--- src/rtl/xdbp_pkg.sv ---
/*
 Package for the external data bus port block: phase encodings, timing counts, reset values.
 Assumes a single 200 MHz core clock.
*/
package xdbp_pkg;
  localparam int XDBP_CLK_MHZ = 200;
  localparam int XDBP_PHASE_NS = 20;
  localparam int XDBP_PHASE_CYC = (XDBP_PHASE_NS * XDBP_CLK_MHZ + 999) / 1000;
  localparam int XDBP_STRAP_NS = 50;
  localparam int XDBP_STRAP_CYC = (XDBP_STRAP_NS * XDBP_CLK_MHZ + 999) / 1000;
  localparam int XDBP_ADDR_W = 24;
  localparam int XDBP_BYTE_W = 8;
  localparam logic [7:0] XDBP_PORT_RST = 8'hff;
  localparam int XDBP_LOW_LSB = 0;
  localparam int XDBP_MID_LSB = 8;
  localparam int XDBP_PAGE_LSB = 16;
  typedef enum logic [2:0] {
    XDBP_IDLE = 3'b000,
    XDBP_ALE = 3'b001,
    XDBP_HOLD = 3'b011,
    XDBP_DATA = 3'b010,
    XDBP_END = 3'b110
  } xdbp_state_t;
endpackage

--- src/rtl/xdbp_strap.sv ---
/*
 Program store strobe pin handler: samples the strap after reset, then drives the pin low.
 Assumes rst_n is already synchronous-released by the system.
*/
`timescale 1ns/1ps
module xdbp_strap import xdbp_pkg::*; #(
  parameter int STRAP_CYC = XDBP_STRAP_CYC
) (
  input wire logic sys_clk, // Core clock
  input wire logic rst_n, // Async reset, active low
  input wire logic pss_in, // Strobe pin level
  output logic pss_out, // Strobe pin drive value
  output logic pss_oe, // Strobe pin drive enable
  output logic download_r, // Serial download kernel selected
  output logic strap_done_r // Sampling finished, core may run
);
  logic [15:0] cnt_r, cnt_nxt;
  logic done_nxt, dl_nxt, oe_nxt;

  always_comb begin
    cnt_nxt = cnt_r;
    done_nxt = strap_done_r;
    dl_nxt = download_r;
    oe_nxt = pss_oe;
    if (!strap_done_r) begin
      if (cnt_r == 16'(STRAP_CYC - 1)) begin
        done_nxt = 1'b1;
        dl_nxt = !pss_in;
        oe_nxt = 1'b1;
      end else begin
        cnt_nxt = cnt_r + 16'h0001;
      end
    end
  end

  always_ff @(posedge sys_clk or negedge rst_n) begin
    if (!rst_n) begin
      cnt_r <= 16'h0000;
      strap_done_r <= 1'b0;
      download_r <= 1'b0;
      pss_oe <= 1'b0;
    end else begin
      cnt_r <= cnt_nxt;
      strap_done_r <= done_nxt;
      download_r <= dl_nxt;
      pss_oe <= oe_nxt;
    end
  end

  assign pss_out = 1'b0;

  a_strobe_low_run: assert property (@(posedge sys_clk) disable iff (!rst_n)
    strap_done_r |-> pss_oe && !pss_out) else $error("strobe not driven low while running");
  a_strap_input: assert property (@(posedge sys_clk) disable iff (!rst_n)
    !strap_done_r |-> !pss_oe) else $error("strobe driven during sampling");
  a_strap_sample: assert property (@(posedge sys_clk) disable iff (!rst_n)
    $rose(strap_done_r) |-> download_r == !$past(pss_in)) else $error("wrong boot choice");
endmodule

--- src/rtl/xdbp_top.sv ---
/*
 External data bus port pins: multiplexed low/high address-data ports, latch strobe, boot strap.
 Assumes the core issues one access request at a time and holds its fields while busy.
*/
// Behaviour
// - During external access high-bus port drives address bits 8 to 15.
// - High-bus port also drives page byte bits 16 to 23, multiplexed.
// - Low-bus port carries address bits 0 to 7, then the data byte.
// - Low-bus port drives ones actively while acting as external bus.
// - General-purpose low-bus port is open-drain; written ones release the pin.
// - General-purpose high-bus port ones are only weakly held high.
// - Latch strobe pulses to capture low byte and page byte each access.
// - External code select held high; code fetched only internally.
// - Program store strobe stays low during internal execution.
// - At reset the strobe pin becomes input and is sampled.
// - Sampled low selects download kernel, otherwise user code runs.
`timescale 1ns/1ps
module xdbp_top import xdbp_pkg::*; #(
  parameter int PHASE_CYC = XDBP_PHASE_CYC,
  parameter int STRAP_CYC = XDBP_STRAP_CYC
) (
  input wire logic sys_clk, // Core clock
  input wire logic rst_n, // Async reset, active low
  input wire logic [7:0] lowbus_latch, // Low-bus general-purpose latch
  input wire logic [7:0] highbus_latch, // High-bus general-purpose latch
  input wire logic acc_req, // Start external data access
  input wire logic acc_write, // 1 write, 0 read
  input wire logic [23:0] acc_addr, // Access address
  input wire logic [7:0] acc_wdata, // Write data
  output logic acc_busy, // Access in progress
  output logic acc_done, // One-cycle end-of-access pulse
  output logic [7:0] acc_rdata, // Read data captured
  input wire logic [7:0] lowbus_port_in, // Low-bus pin levels
  output logic [7:0] lowbus_port_out, // Low-bus drive values
  output logic [7:0] lowbus_port_oe, // Low-bus drive enables
  input wire logic [7:0] highbus_port_in, // High-bus pin levels
  output logic [7:0] highbus_port_out, // High-bus drive values
  output logic [7:0] highbus_port_oe, // High-bus strong drive enables
  output logic [7:0] highbus_port_pullup, // High-bus weak pull-up enables
  output logic addr_latch_strobe, // Address latch strobe
  input wire logic ext_code_sel, // External code select level
  output logic internal_fetch, // Internal code fetch allowed
  input wire logic pss_in, // Program store strobe pin level
  output logic pss_out, // Program store strobe drive value
  output logic pss_oe, // Program store strobe enable
  output logic download_mode, // Serial download kernel selected
  output logic core_run // Core may start execution
);
  xdbp_state_t st_r, st_nxt;
  logic [15:0] cnt_r, cnt_nxt;
  logic [7:0] lo_out_nxt, lo_oe_nxt, hi_out_nxt, hi_oe_nxt, hi_pu_nxt, rdata_nxt;
  logic ale_nxt, busy_nxt, done_nxt, fetch_nxt;
  logic [23:0] addr_r, addr_nxt;
  logic [7:0] wdata_r, wdata_nxt;
  logic wr_r, wr_nxt;
  logic strap_done, dl_mode;
  logic pss_out_w, pss_oe_w;

  function automatic logic [7:0] addr_byte(input logic [23:0] a, input int lsb);
    addr_byte = a[lsb +: 8];
  endfunction

  xdbp_strap #(.STRAP_CYC(STRAP_CYC)) u_strap (
    .sys_clk(sys_clk),
    .rst_n(rst_n),
    .pss_in(pss_in),
    .pss_out(pss_out_w),
    .pss_oe(pss_oe_w),
    .download_r(dl_mode),
    .strap_done_r(strap_done)
  );

  wire phase_end = (cnt_r == 16'(PHASE_CYC - 1));

  always_comb begin
    st_nxt = st_r;
    cnt_nxt = phase_end ? 16'h0000 : cnt_r + 16'h0001;
    addr_nxt = addr_r;
    wdata_nxt = wdata_r;
    wr_nxt = wr_r;
    rdata_nxt = acc_rdata;
    done_nxt = 1'b0;
    busy_nxt = 1'b1;
    ale_nxt = 1'b0;
    lo_out_nxt = 8'h00;
    lo_oe_nxt = ~lowbus_latch;
    hi_out_nxt = highbus_latch;
    hi_oe_nxt = ~highbus_latch;
    hi_pu_nxt = highbus_latch;
    fetch_nxt = ext_code_sel && strap_done;
    unique case (st_r)
      XDBP_IDLE: begin
        busy_nxt = 1'b0;
        cnt_nxt = 16'h0000;
        if (acc_req && strap_done) begin
          st_nxt = XDBP_ALE;
          addr_nxt = acc_addr;
          wdata_nxt = acc_wdata;
          wr_nxt = acc_write;
          busy_nxt = 1'b1;
        end
      end
      XDBP_ALE: begin
        ale_nxt = !phase_end;
        if (phase_end)
          st_nxt = XDBP_HOLD;
      end
      XDBP_HOLD: begin
        if (phase_end)
          st_nxt = XDBP_DATA;
      end
      XDBP_DATA: begin
        if (phase_end) begin
          st_nxt = XDBP_END;
          if (!wr_r)
            rdata_nxt = lowbus_port_in;
        end
      end
      XDBP_END: begin
        st_nxt = XDBP_IDLE;
        done_nxt = 1'b1;
        busy_nxt = 1'b0;
      end
    endcase
    if (st_nxt == XDBP_ALE || (st_nxt == XDBP_HOLD && st_r == XDBP_ALE)) begin
      lo_out_nxt = addr_byte(addr_nxt, XDBP_LOW_LSB);
      lo_oe_nxt = 8'hff;
      hi_out_nxt = addr_byte(addr_nxt, XDBP_PAGE_LSB);
      hi_oe_nxt = 8'hff;
      hi_pu_nxt = 8'h00;
    end else if (st_nxt == XDBP_HOLD || st_nxt == XDBP_DATA) begin
      lo_out_nxt = wdata_nxt;
      lo_oe_nxt = wr_nxt ? 8'hff : 8'h00;
      hi_out_nxt = addr_byte(addr_nxt, XDBP_MID_LSB);
      hi_oe_nxt = 8'hff;
      hi_pu_nxt = 8'h00;
    end
  end

  always_ff @(posedge sys_clk or negedge rst_n) begin
    if (!rst_n) begin
      st_r <= XDBP_IDLE;
      cnt_r <= 16'h0000;
      addr_r <= 24'h000000;
      wdata_r <= 8'h00;
      wr_r <= 1'b0;
      acc_rdata <= 8'h00;
      acc_done <= 1'b0;
      acc_busy <= 1'b0;
      addr_latch_strobe <= 1'b0;
      lowbus_port_out <= 8'h00;
      lowbus_port_oe <= 8'h00;
      highbus_port_out <= XDBP_PORT_RST;
      highbus_port_oe <= 8'h00;
      highbus_port_pullup <= XDBP_PORT_RST;
      internal_fetch <= 1'b0;
      pss_out <= 1'b0;
      pss_oe <= 1'b0;
      download_mode <= 1'b0;
      core_run <= 1'b0;
    end else begin
      st_r <= st_nxt;
      cnt_r <= cnt_nxt;
      addr_r <= addr_nxt;
      wdata_r <= wdata_nxt;
      wr_r <= wr_nxt;
      acc_rdata <= rdata_nxt;
      acc_done <= done_nxt;
      acc_busy <= busy_nxt;
      addr_latch_strobe <= ale_nxt;
      lowbus_port_out <= lo_out_nxt;
      lowbus_port_oe <= lo_oe_nxt;
      highbus_port_out <= hi_out_nxt;
      highbus_port_oe <= hi_oe_nxt;
      highbus_port_pullup <= hi_pu_nxt;
      internal_fetch <= fetch_nxt;
      pss_out <= pss_out_w;
      pss_oe <= pss_oe_w;
      download_mode <= dl_mode;
      core_run <= strap_done;
    end
  end

  a_page_during_ale: assert property (@(posedge sys_clk) disable iff (!rst_n)
    addr_latch_strobe |-> highbus_port_out == addr_r[23:16] && highbus_port_oe == 8'hff)
    else $error("page byte missing under strobe");
  a_low_during_ale: assert property (@(posedge sys_clk) disable iff (!rst_n)
    addr_latch_strobe |-> lowbus_port_out == addr_r[7:0]) else $error("low byte missing under strobe");
  a_mid_after_fall: assert property (@(posedge sys_clk) disable iff (!rst_n)
    $fell(addr_latch_strobe) ##1 1'b1 |-> highbus_port_out == addr_r[15:8])
    else $error("middle byte not shown after strobe");
  a_low_strong_drive: assert property (@(posedge sys_clk) disable iff (!rst_n)
    addr_latch_strobe |-> lowbus_port_oe == 8'hff) else $error("low bus not actively driven");
  a_gp_open_drain: assert property (@(posedge sys_clk) disable iff (!rst_n)
    !acc_busy && !$past(acc_busy) && $past(rst_n) && $stable(lowbus_latch) |-> lowbus_port_oe == ~lowbus_latch)
    else $error("open-drain release wrong");
  a_gp_weak_high: assert property (@(posedge sys_clk) disable iff (!rst_n)
    !acc_busy && !$past(acc_busy) && $past(rst_n) && $stable(highbus_latch) |-> highbus_port_pullup == highbus_latch)
    else $error("weak pull-up wrong");
  a_strobe_pulse: assert property (@(posedge sys_clk) disable iff (!rst_n)
    $rose(acc_busy) |=> addr_latch_strobe) else $error("no latch strobe at access start");
  a_fetch_gate: assert property (@(posedge sys_clk) disable iff (!rst_n)
    internal_fetch |-> $past(ext_code_sel)) else $error("fetch without select high");
  a_done_idle: assert property (@(posedge sys_clk) disable iff (!rst_n)
    acc_done |-> !acc_busy && !addr_latch_strobe) else $error("busy after done");
endmodule

--- config.mk ---
export PLATFORM = sky130hd
export DESIGN_NAME = xdbp_top
export DESIGN_NICKNAME = d
export VERILOG_FILES = /design/src/rtl/xdbp_pkg.sv /design/src/rtl/xdbp_strap.sv /design/src/rtl/xdbp_top.sv
export SDC_FILE = /design/constraint.sdc
export NUM_CORES = 1
export LEC_CHECK = 0
export ABC_AREA = 1
export BUFFER_PORTS_ARGS = -buffer_cell sky130_fd_sc_hd__buf_2
export CAP_MARGIN = 10
export CORE_ASPECT_RATIO = 0.6
export CORE_MARGIN = 8
export CORE_UTILIZATION = 45
export DETAILED_ROUTE_END_ITERATION = 6
export PLACE_DENSITY = 0.68
export RECOVER_POWER = 100
export SLEW_MARGIN = 15
export SYNTH_ARGS = -nofsm -noshare
export SYNTH_HDL_FRONTEND = slang
export SYNTH_HIERARCHICAL = 1
export SYNTH_SLANG_ARGS = --single-unit
--- constraint.sdc ---
create_clock -name sys_clk -period 2.5 [get_ports sys_clk]
set_clock_uncertainty 0.05 [all_clocks]
set_input_delay 0.125 -clock sys_clk [delete_from_list [all_inputs] [get_ports sys_clk]]
set_output_delay 0.125 -clock sys_clk [all_outputs]
set_load 0.01 [all_outputs]
Yosys cells after proc, flatten, opt, wreduce, memory -nomap -nowiden:

Cells that the tools add are included.

* add/subtract/negate cells: 2
* equal/unequal tests: 9
* multiplexer cells: 30
* bitwise gates (word level): 5
* reduce and logical (&&, ||, !) cells: 11

Operator list (number)
* 2-to-1 mux 8 bit: 13
* 2-to-1 mux 24 bit: 2
* adder 16 x 1 -> 16 bit, second input constant: 2
* 2-to-1 mux 16 bit: 2
* equality test 16 x 2 -> 1 bit, second input constant: 1
* equality test 16 x 4 -> 1 bit, second input constant: 1
* inverter 8 bit: 2
* case mux 3 bit (5 select lines): 1
* equality test 3 x 2 -> 1 bit, second input constant: 4
* 2-to-1 mux 3 bit: 4
* 2-to-1 mux 1 bit: 7
* equality test 3 x 1 -> 1 bit, second input constant: 2
* AND reduction 2 bit: 2
* equality test 3 bit, second input constant: 1
* logical AND 1 bit: 3
* logical NOT 3 bit: 1
* inverter 1 bit: 3
* AND reduction 3 bit: 1
* logical NOT 1 bit: 2
* logical OR 1 bit: 2
* case mux 1 bit (2 select lines): 1

* register bits after elaboration: 126
* bits of input ports: 70
* word-level logic and storage cells: 79

Longest topological paths before layout:

* depth after elaboration: 7
* mapped depth: 13

Modules after synthesis:

Netlist, hierarchy kept.

By module, submodules not included
* xdbp_top: instances 1, cells an instance 382, area an instance 4436.8 µm²
* xdbp_strap: instances 1, cells an instance 167, area an instance 1192.4 µm²

Least setup slack after synthesis:

Ideal clock, no wire load.

* kind: reg2reg
* from: register, netlist name cnt_r[0]
* to: register lowbus_port_out[1]
* library setup time: 117 ps
* data arrival time: 1523 ps
* data required time: 2333 ps
* slack: 809 ps
* cell stages (with the launch flop): 13
* path buffers: 1
* cell sequence: dfrtp_1 -> ha_1 -> inv_1 -> nor2_1 -> nand2_1 -> nor2_4 -> nand3_1 -> nand2_2 -> nor2_8 -> nand2_8 -> buf_4 -> nand3_1 -> nand2_1

RTL lines
* end signal, assigned: RTL line xdbp_top.sv:171 `lowbus_port_out <= lo_out_nxt;`
* end, declared: RTL line xdbp_top.sv:34 `output logic [7:0] lowbus_port_out,`

==> run_summary.xml <==
<?xml version="1.0" encoding="UTF-8"?>
<metrics>
  <group name="routing">
    <metric name="drc_violation_count_after_routing" unit="">0</metric>
    <metric name="post_drt_wl_per_cell" unit="microns">14.8</metric>
    <metric name="num_vias" unit="">4424</metric>
    <metric name="route.final.wire_length" unit="mm">13.6</metric>
    <metric name="avgViaCountPerCell" unit="">4.83</metric>
    <metric name="detail_route.first_pass.iterations" unit="">5</metric>
    <metric name="detail-route-antenna-nets" unit="">0</metric>
    <metric name="detailedRoute.firstIterationViolations" unit="">315</metric>
  </group>
  <group name="logic_synthesis">
    <metric name="most_instantiated_cells_after_synthesis" unit="">117 x nand2_1, 111 x dfrtp_1, 57 x nor2_1, 48 x nand3_1, 45 x inv_1</metric>
    <metric name="postSynth.topFlopCell" unit="">dfrtp_1</metric>
    <metric name="synthArstFlopShare" unit="%">100</metric>
    <metric name="netlist_instances" unit="">549</metric>
    <metric name="synthAdderAreaFrac" unit="%">0.667</metric>
    <metric name="yosys.cell_types.count" unit="">43</metric>
    <metric name="muxShareOfSynthArea" unit="%">8.14</metric>
    <metric name="synth_warnings" unit="">6</metric>
    <metric name="postSynthRegisterBits" unit="">127</metric>
    <metric name="syn_area" unit="sq um">5630</metric>
    <metric name="synth_xor_area_share" unit="%">2.49</metric>
    <metric name="syn-num-nets" unit="">622</metric>
    <metric name="yosys.area.top_type" unit="">dfrtp_1</metric>
    <metric name="synth_top_family_by_area" unit="">simple AND/OR/NAND/NOR gates</metric>
    <metric name="synth_most_common_cell" unit="">nand2_1</metric>
    <metric name="netlist_top_cells_area" unit="">dfrtp_1 49%, nand2_1 7.8%, dfstp_2 7.5%, mux2_2 7.2%, nand3_1 4.3%</metric>
    <metric name="yosysTopAreaCellShare" unit="%">49.3</metric>
    <metric name="synthesis.area_per_instance" unit="sq um">10.3</metric>
    <metric name="synth-seq-area-share" unit="%">56.8</metric>
    <metric name="synth-simple-area-share" unit="%">25.1</metric>
    <metric name="count_of_flip_flops_with_a_built_in_enable_after_synthesis" unit="">0</metric>
    <metric name="synth-compound-area-share" unit="%">1.53</metric>
  </group>
  <group name="place">
    <metric name="portBuffers" unit="">117</metric>
    <metric name="place.detailed.hpwl" unit="mm">9.35</metric>
    <metric name="gp_congestion" unit="">0.856</metric>
  </group>
  <group name="clock_tree">
    <metric name="tritoncts" unit="">built</metric>
    <metric name="ctsHtreeMaxLevel" unit="">4</metric>
    <metric name="numCtsBuffers" unit="">17</metric>
    <metric name="clock_sink_count" unit="">127</metric>
    <metric name="clkLatencyLatePin" unit="ns">0.41</metric>
    <metric name="cts_root_buffer_type" unit="">clkbuf_16</metric>
    <metric name="clock_path_buffers" unit="">2</metric>
    <metric name="clock_pin_slew_on_the_worst_setup_and_hold_paths" unit="ns">0.06</metric>
    <metric name="cts.repair_timing.setup_buffer_count" unit="">0</metric>
  </group>
  <group name="timing">
    <metric name="layout_worst_path_cycle_share" unit="%">85.3</metric>
    <metric name="rsz0062_at_grt" unit="">false</metric>
    <metric name="finalSetupViolCount" unit="">0</metric>
    <metric name="finalSetupTns" unit="ns">0</metric>
    <metric name="fmax" unit="GHz">0.469</metric>
    <metric name="timing.max_slew.rel_slack" unit="%">25.3</metric>
    <metric name="drv_slew" unit="">0</metric>
    <metric name="final_hold_vio_count" unit="">0</metric>
    <metric name="time_the_final_worst_path_needs_with_i_o_delays_and_setup" unit="ns">2.13</metric>
    <metric name="timing_worst_slew_pin_value" unit="ns">1.12</metric>
  </group>
  <group name="worst_setup_path">
    <metric name="worstPathCellList" unit="">ha_1 &gt; inv_1 &gt; nor2_1 &gt; nand2_1 &gt; nor2_1 &gt; nand3_2 &gt; nand3_4 &gt; inv_1 &gt; nor2_4 &gt; buf_4 &gt; nand3_1 &gt; nand3_1</metric>
    <metric name="worst_path_max_delay_cell" unit="">dfrtp_1</metric>
    <metric name="crit_family" unit="">simple AND/OR/NAND/NOR gates</metric>
    <metric name="critical_path_source_type" unit="">register</metric>
    <metric name="r2r-start" unit="">cnt_r[0]</metric>
    <metric name="crit_arrival" unit="ns">2.43</metric>
    <metric name="critical-path-max-stage-delay" unit="ns">0.40</metric>
    <metric name="r2r.worst_path.cells" unit="">12</metric>
    <metric name="reg2reg_slack" unit="ns">0.37</metric>
    <metric name="crit_path_end_kind" unit="">register</metric>
    <metric name="worstSetupPathType" unit="">register to register</metric>
    <metric name="cp_data_required_time" unit="ns">2.80</metric>
    <metric name="crit_buf_inv" unit="">3</metric>
    <metric name="worstPathMaxFanout" unit="">17</metric>
    <metric name="critical_path.reg2reg.endpoint" unit="">highbus_port_out[5]</metric>
  </group>
  <group name="power">
    <metric name="cellPowerDensity" unit="nW/um^2">1090</metric>
    <metric name="totalPowerFinal" unit="uW">8030</metric>
    <metric name="vdd_drop_max" unit="mV">0.562</metric>
    <metric name="static-leakage-power" unit="uW">0.00343</metric>
  </group>
  <group name="floorplan">
    <metric name="io_pins" unit="">126</metric>
    <metric name="fp.dieW" unit="microns">160</metric>
    <metric name="initial_util" unit="%">46.4</metric>
    <metric name="die_h" unit="microns">103</metric>
    <metric name="core_region_area" unit="sq um">12100</metric>
    <metric name="core.rowCount" unit="">31</metric>
    <metric name="fp.dieArea" unit="sq um">16500</metric>
  </group>
  <group name="hold_path">
    <metric name="min-delay-path-class" unit="">input pin to register</metric>
    <metric name="worst_hold_startpoint" unit="">acc_req</metric>
    <metric name="timing.hold.worst_endpoint" unit="">st_r[2]</metric>
    <metric name="hold_path_stages" unit="">4</metric>
  </group>
  <group name="final_layout">
    <metric name="area_growth_syn_to_layout" unit="%">31.3</metric>
    <metric name="drive_above_1_share" unit="%">20.5</metric>
    <metric name="layout.nets" unit="">811</metric>
    <metric name="antenna_cells" unit="">0</metric>
  </group>
  <group name="grt">
    <metric name="grt_remaining_overflow" unit="">0</metric>
    <metric name="grtUsageTotal" unit="%">17.3</metric>
    <metric name="grt_antenna_before_repair" unit="">0</metric>
    <metric name="number_of_global_route_vias_before_repair" unit="">4630</metric>
    <metric name="grt_first_pass_wirelength" unit="mm">22.8</metric>
    <metric name="largest_net_degree_at_the_start_of_global_routing" unit="">56</metric>
  </group>
  <group name="run">
    <metric name="max-cap-violations" unit="">0</metric>
  </group>
  <group name="outcome">
    <metric name="run_status" unit="">complete, no violations</metric>
  </group>
</metrics>
==> state kept, by name, summed over array words and instances (netlist names), 3 cells and up <==
name,count
lowbus_port_out,8
lowbus_port_oe,8
acc_rdata,8
addr_r,24
highbus_port_out,8
u_strap/cnt_r,16
wdata_r,8
cnt_r,16
highbus_port_oe,8
highbus_port_pullup,8
st_r,3
==> worst register-to-register path, cell delays in order (launching register included) <==
cell     delay (ns)
dfrtp_1        0.40
ha_1           0.25
inv_1          0.05
nor2_1         0.08
nand2_1        0.06
nor2_1         0.17
nand3_2        0.11
nand3_4        0.11
inv_1          0.08
nor2_4         0.35
buf_4          0.22
nand3_1        0.07
nand3_1        0.09
==> layout by cell type (no fill, tap or decap), types with 2 or more instances in the layout <==
| cell | count |
|---|---|
| a21oi_1 | 2 |
| buf_2 | 60 |
| buf_4 | 2 |
| bufinv_16 | 2 |
| clkbuf_1 | 56 |
| clkbuf_16 | 17 |
| clkbuf_2 | 2 |
| clkinv_4 | 5 |
| dfrtp_1 | 111 |
| dfstp_2 | 16 |
| dlygate4sd3_1 | 60 |
| ha_1 | 3 |
| inv_1 | 48 |
| inv_6 | 6 |
| mux2_1 | 18 |
| mux2_2 | 20 |
| mux2i_1 | 3 |
| nand2_1 | 121 |
| nand3_1 | 56 |
| nand3_2 | 3 |
| nand4_1 | 10 |
| nor2_1 | 60 |
| nor2_2 | 5 |
| nor2_4 | 2 |
| nor3_1 | 11 |
| nor4_1 | 3 |
| o21ai_0 | 9 |
| or2_1 | 6 |
| or2_2 | 3 |
| xnor2_1 | 9 |
| xor2_1 | 7 |
==> what timing repair did <==
item | CTS | global route
hold endpoints to repair | 116 | 0
gates resized for setup | 0 | 0
hold buffers | 60 | 0
==> worst max-delay path by stage <==
stage,slack [ns],startpoint,to,depth (start not counted)
after floorplan,0.81,cnt_r[0],lowbus_port_out[1],12
final,0.37,cnt_r[0],highbus_port_out[5],12
after global placement,0.49,cnt_r[0],lowbus_port_out[3],12
after global routing,0.12,cnt_r[0],lowbus_port_oe[1],13
after CTS,0.41,cnt_r[0],highbus_port_out[5],12
after detailed placement,0.42,cnt_r[0],highbus_port_out[5],12
==> cells by family after synthesis <==
kind of cell,count (synthesis)
compound gates,13
xor+xnor,16
fa+ha+maj,3
buf+inv,61
flops,127
mux,41
other cells,1
simple gates,287
==> per-layer routing <==
layer / share of wire [%] / global-route usage (%) / vias up
met4: 1.2 / 6.07 / 0
met2: 45 / 26.4 / 156
met3: 7.3 / 5.86 / 10
met5: 0 / 0 / -
li1: - / - / 2152
met1: 46 / 22.7 / 2106
==> power by group <==
part / internal, uW / switching [uW]
registers: 2840 / 249
clock network: 1500 / 971
logic: 901 / 1570
==> cell type report <==
type	instances	area [sq um]
clock buffer	17	425
multi-input combinational	361	2040
clock inverter	15	175
fill	1043	4750
inverter	49	184
sequential	127	3200
timing repair buffer	182	1160
tap	165	206
==> per-stage QoR <==
step,worst slack [ns],utilization [%],std cells,area (sq um),hold WS [ns]
floorplan,0.809,-,549,5630,-0.221
global route,0.122,60.9,916,7390,0.250
global placement,0.487,52.5,824,6370,0.119
finish,0.367,60.9,916,7390,0.197
detailed placement,0.423,52.5,824,6370,0.129
CTS,0.410,62.4,916,7580,0.176
(Power assumes the default switching activity.)
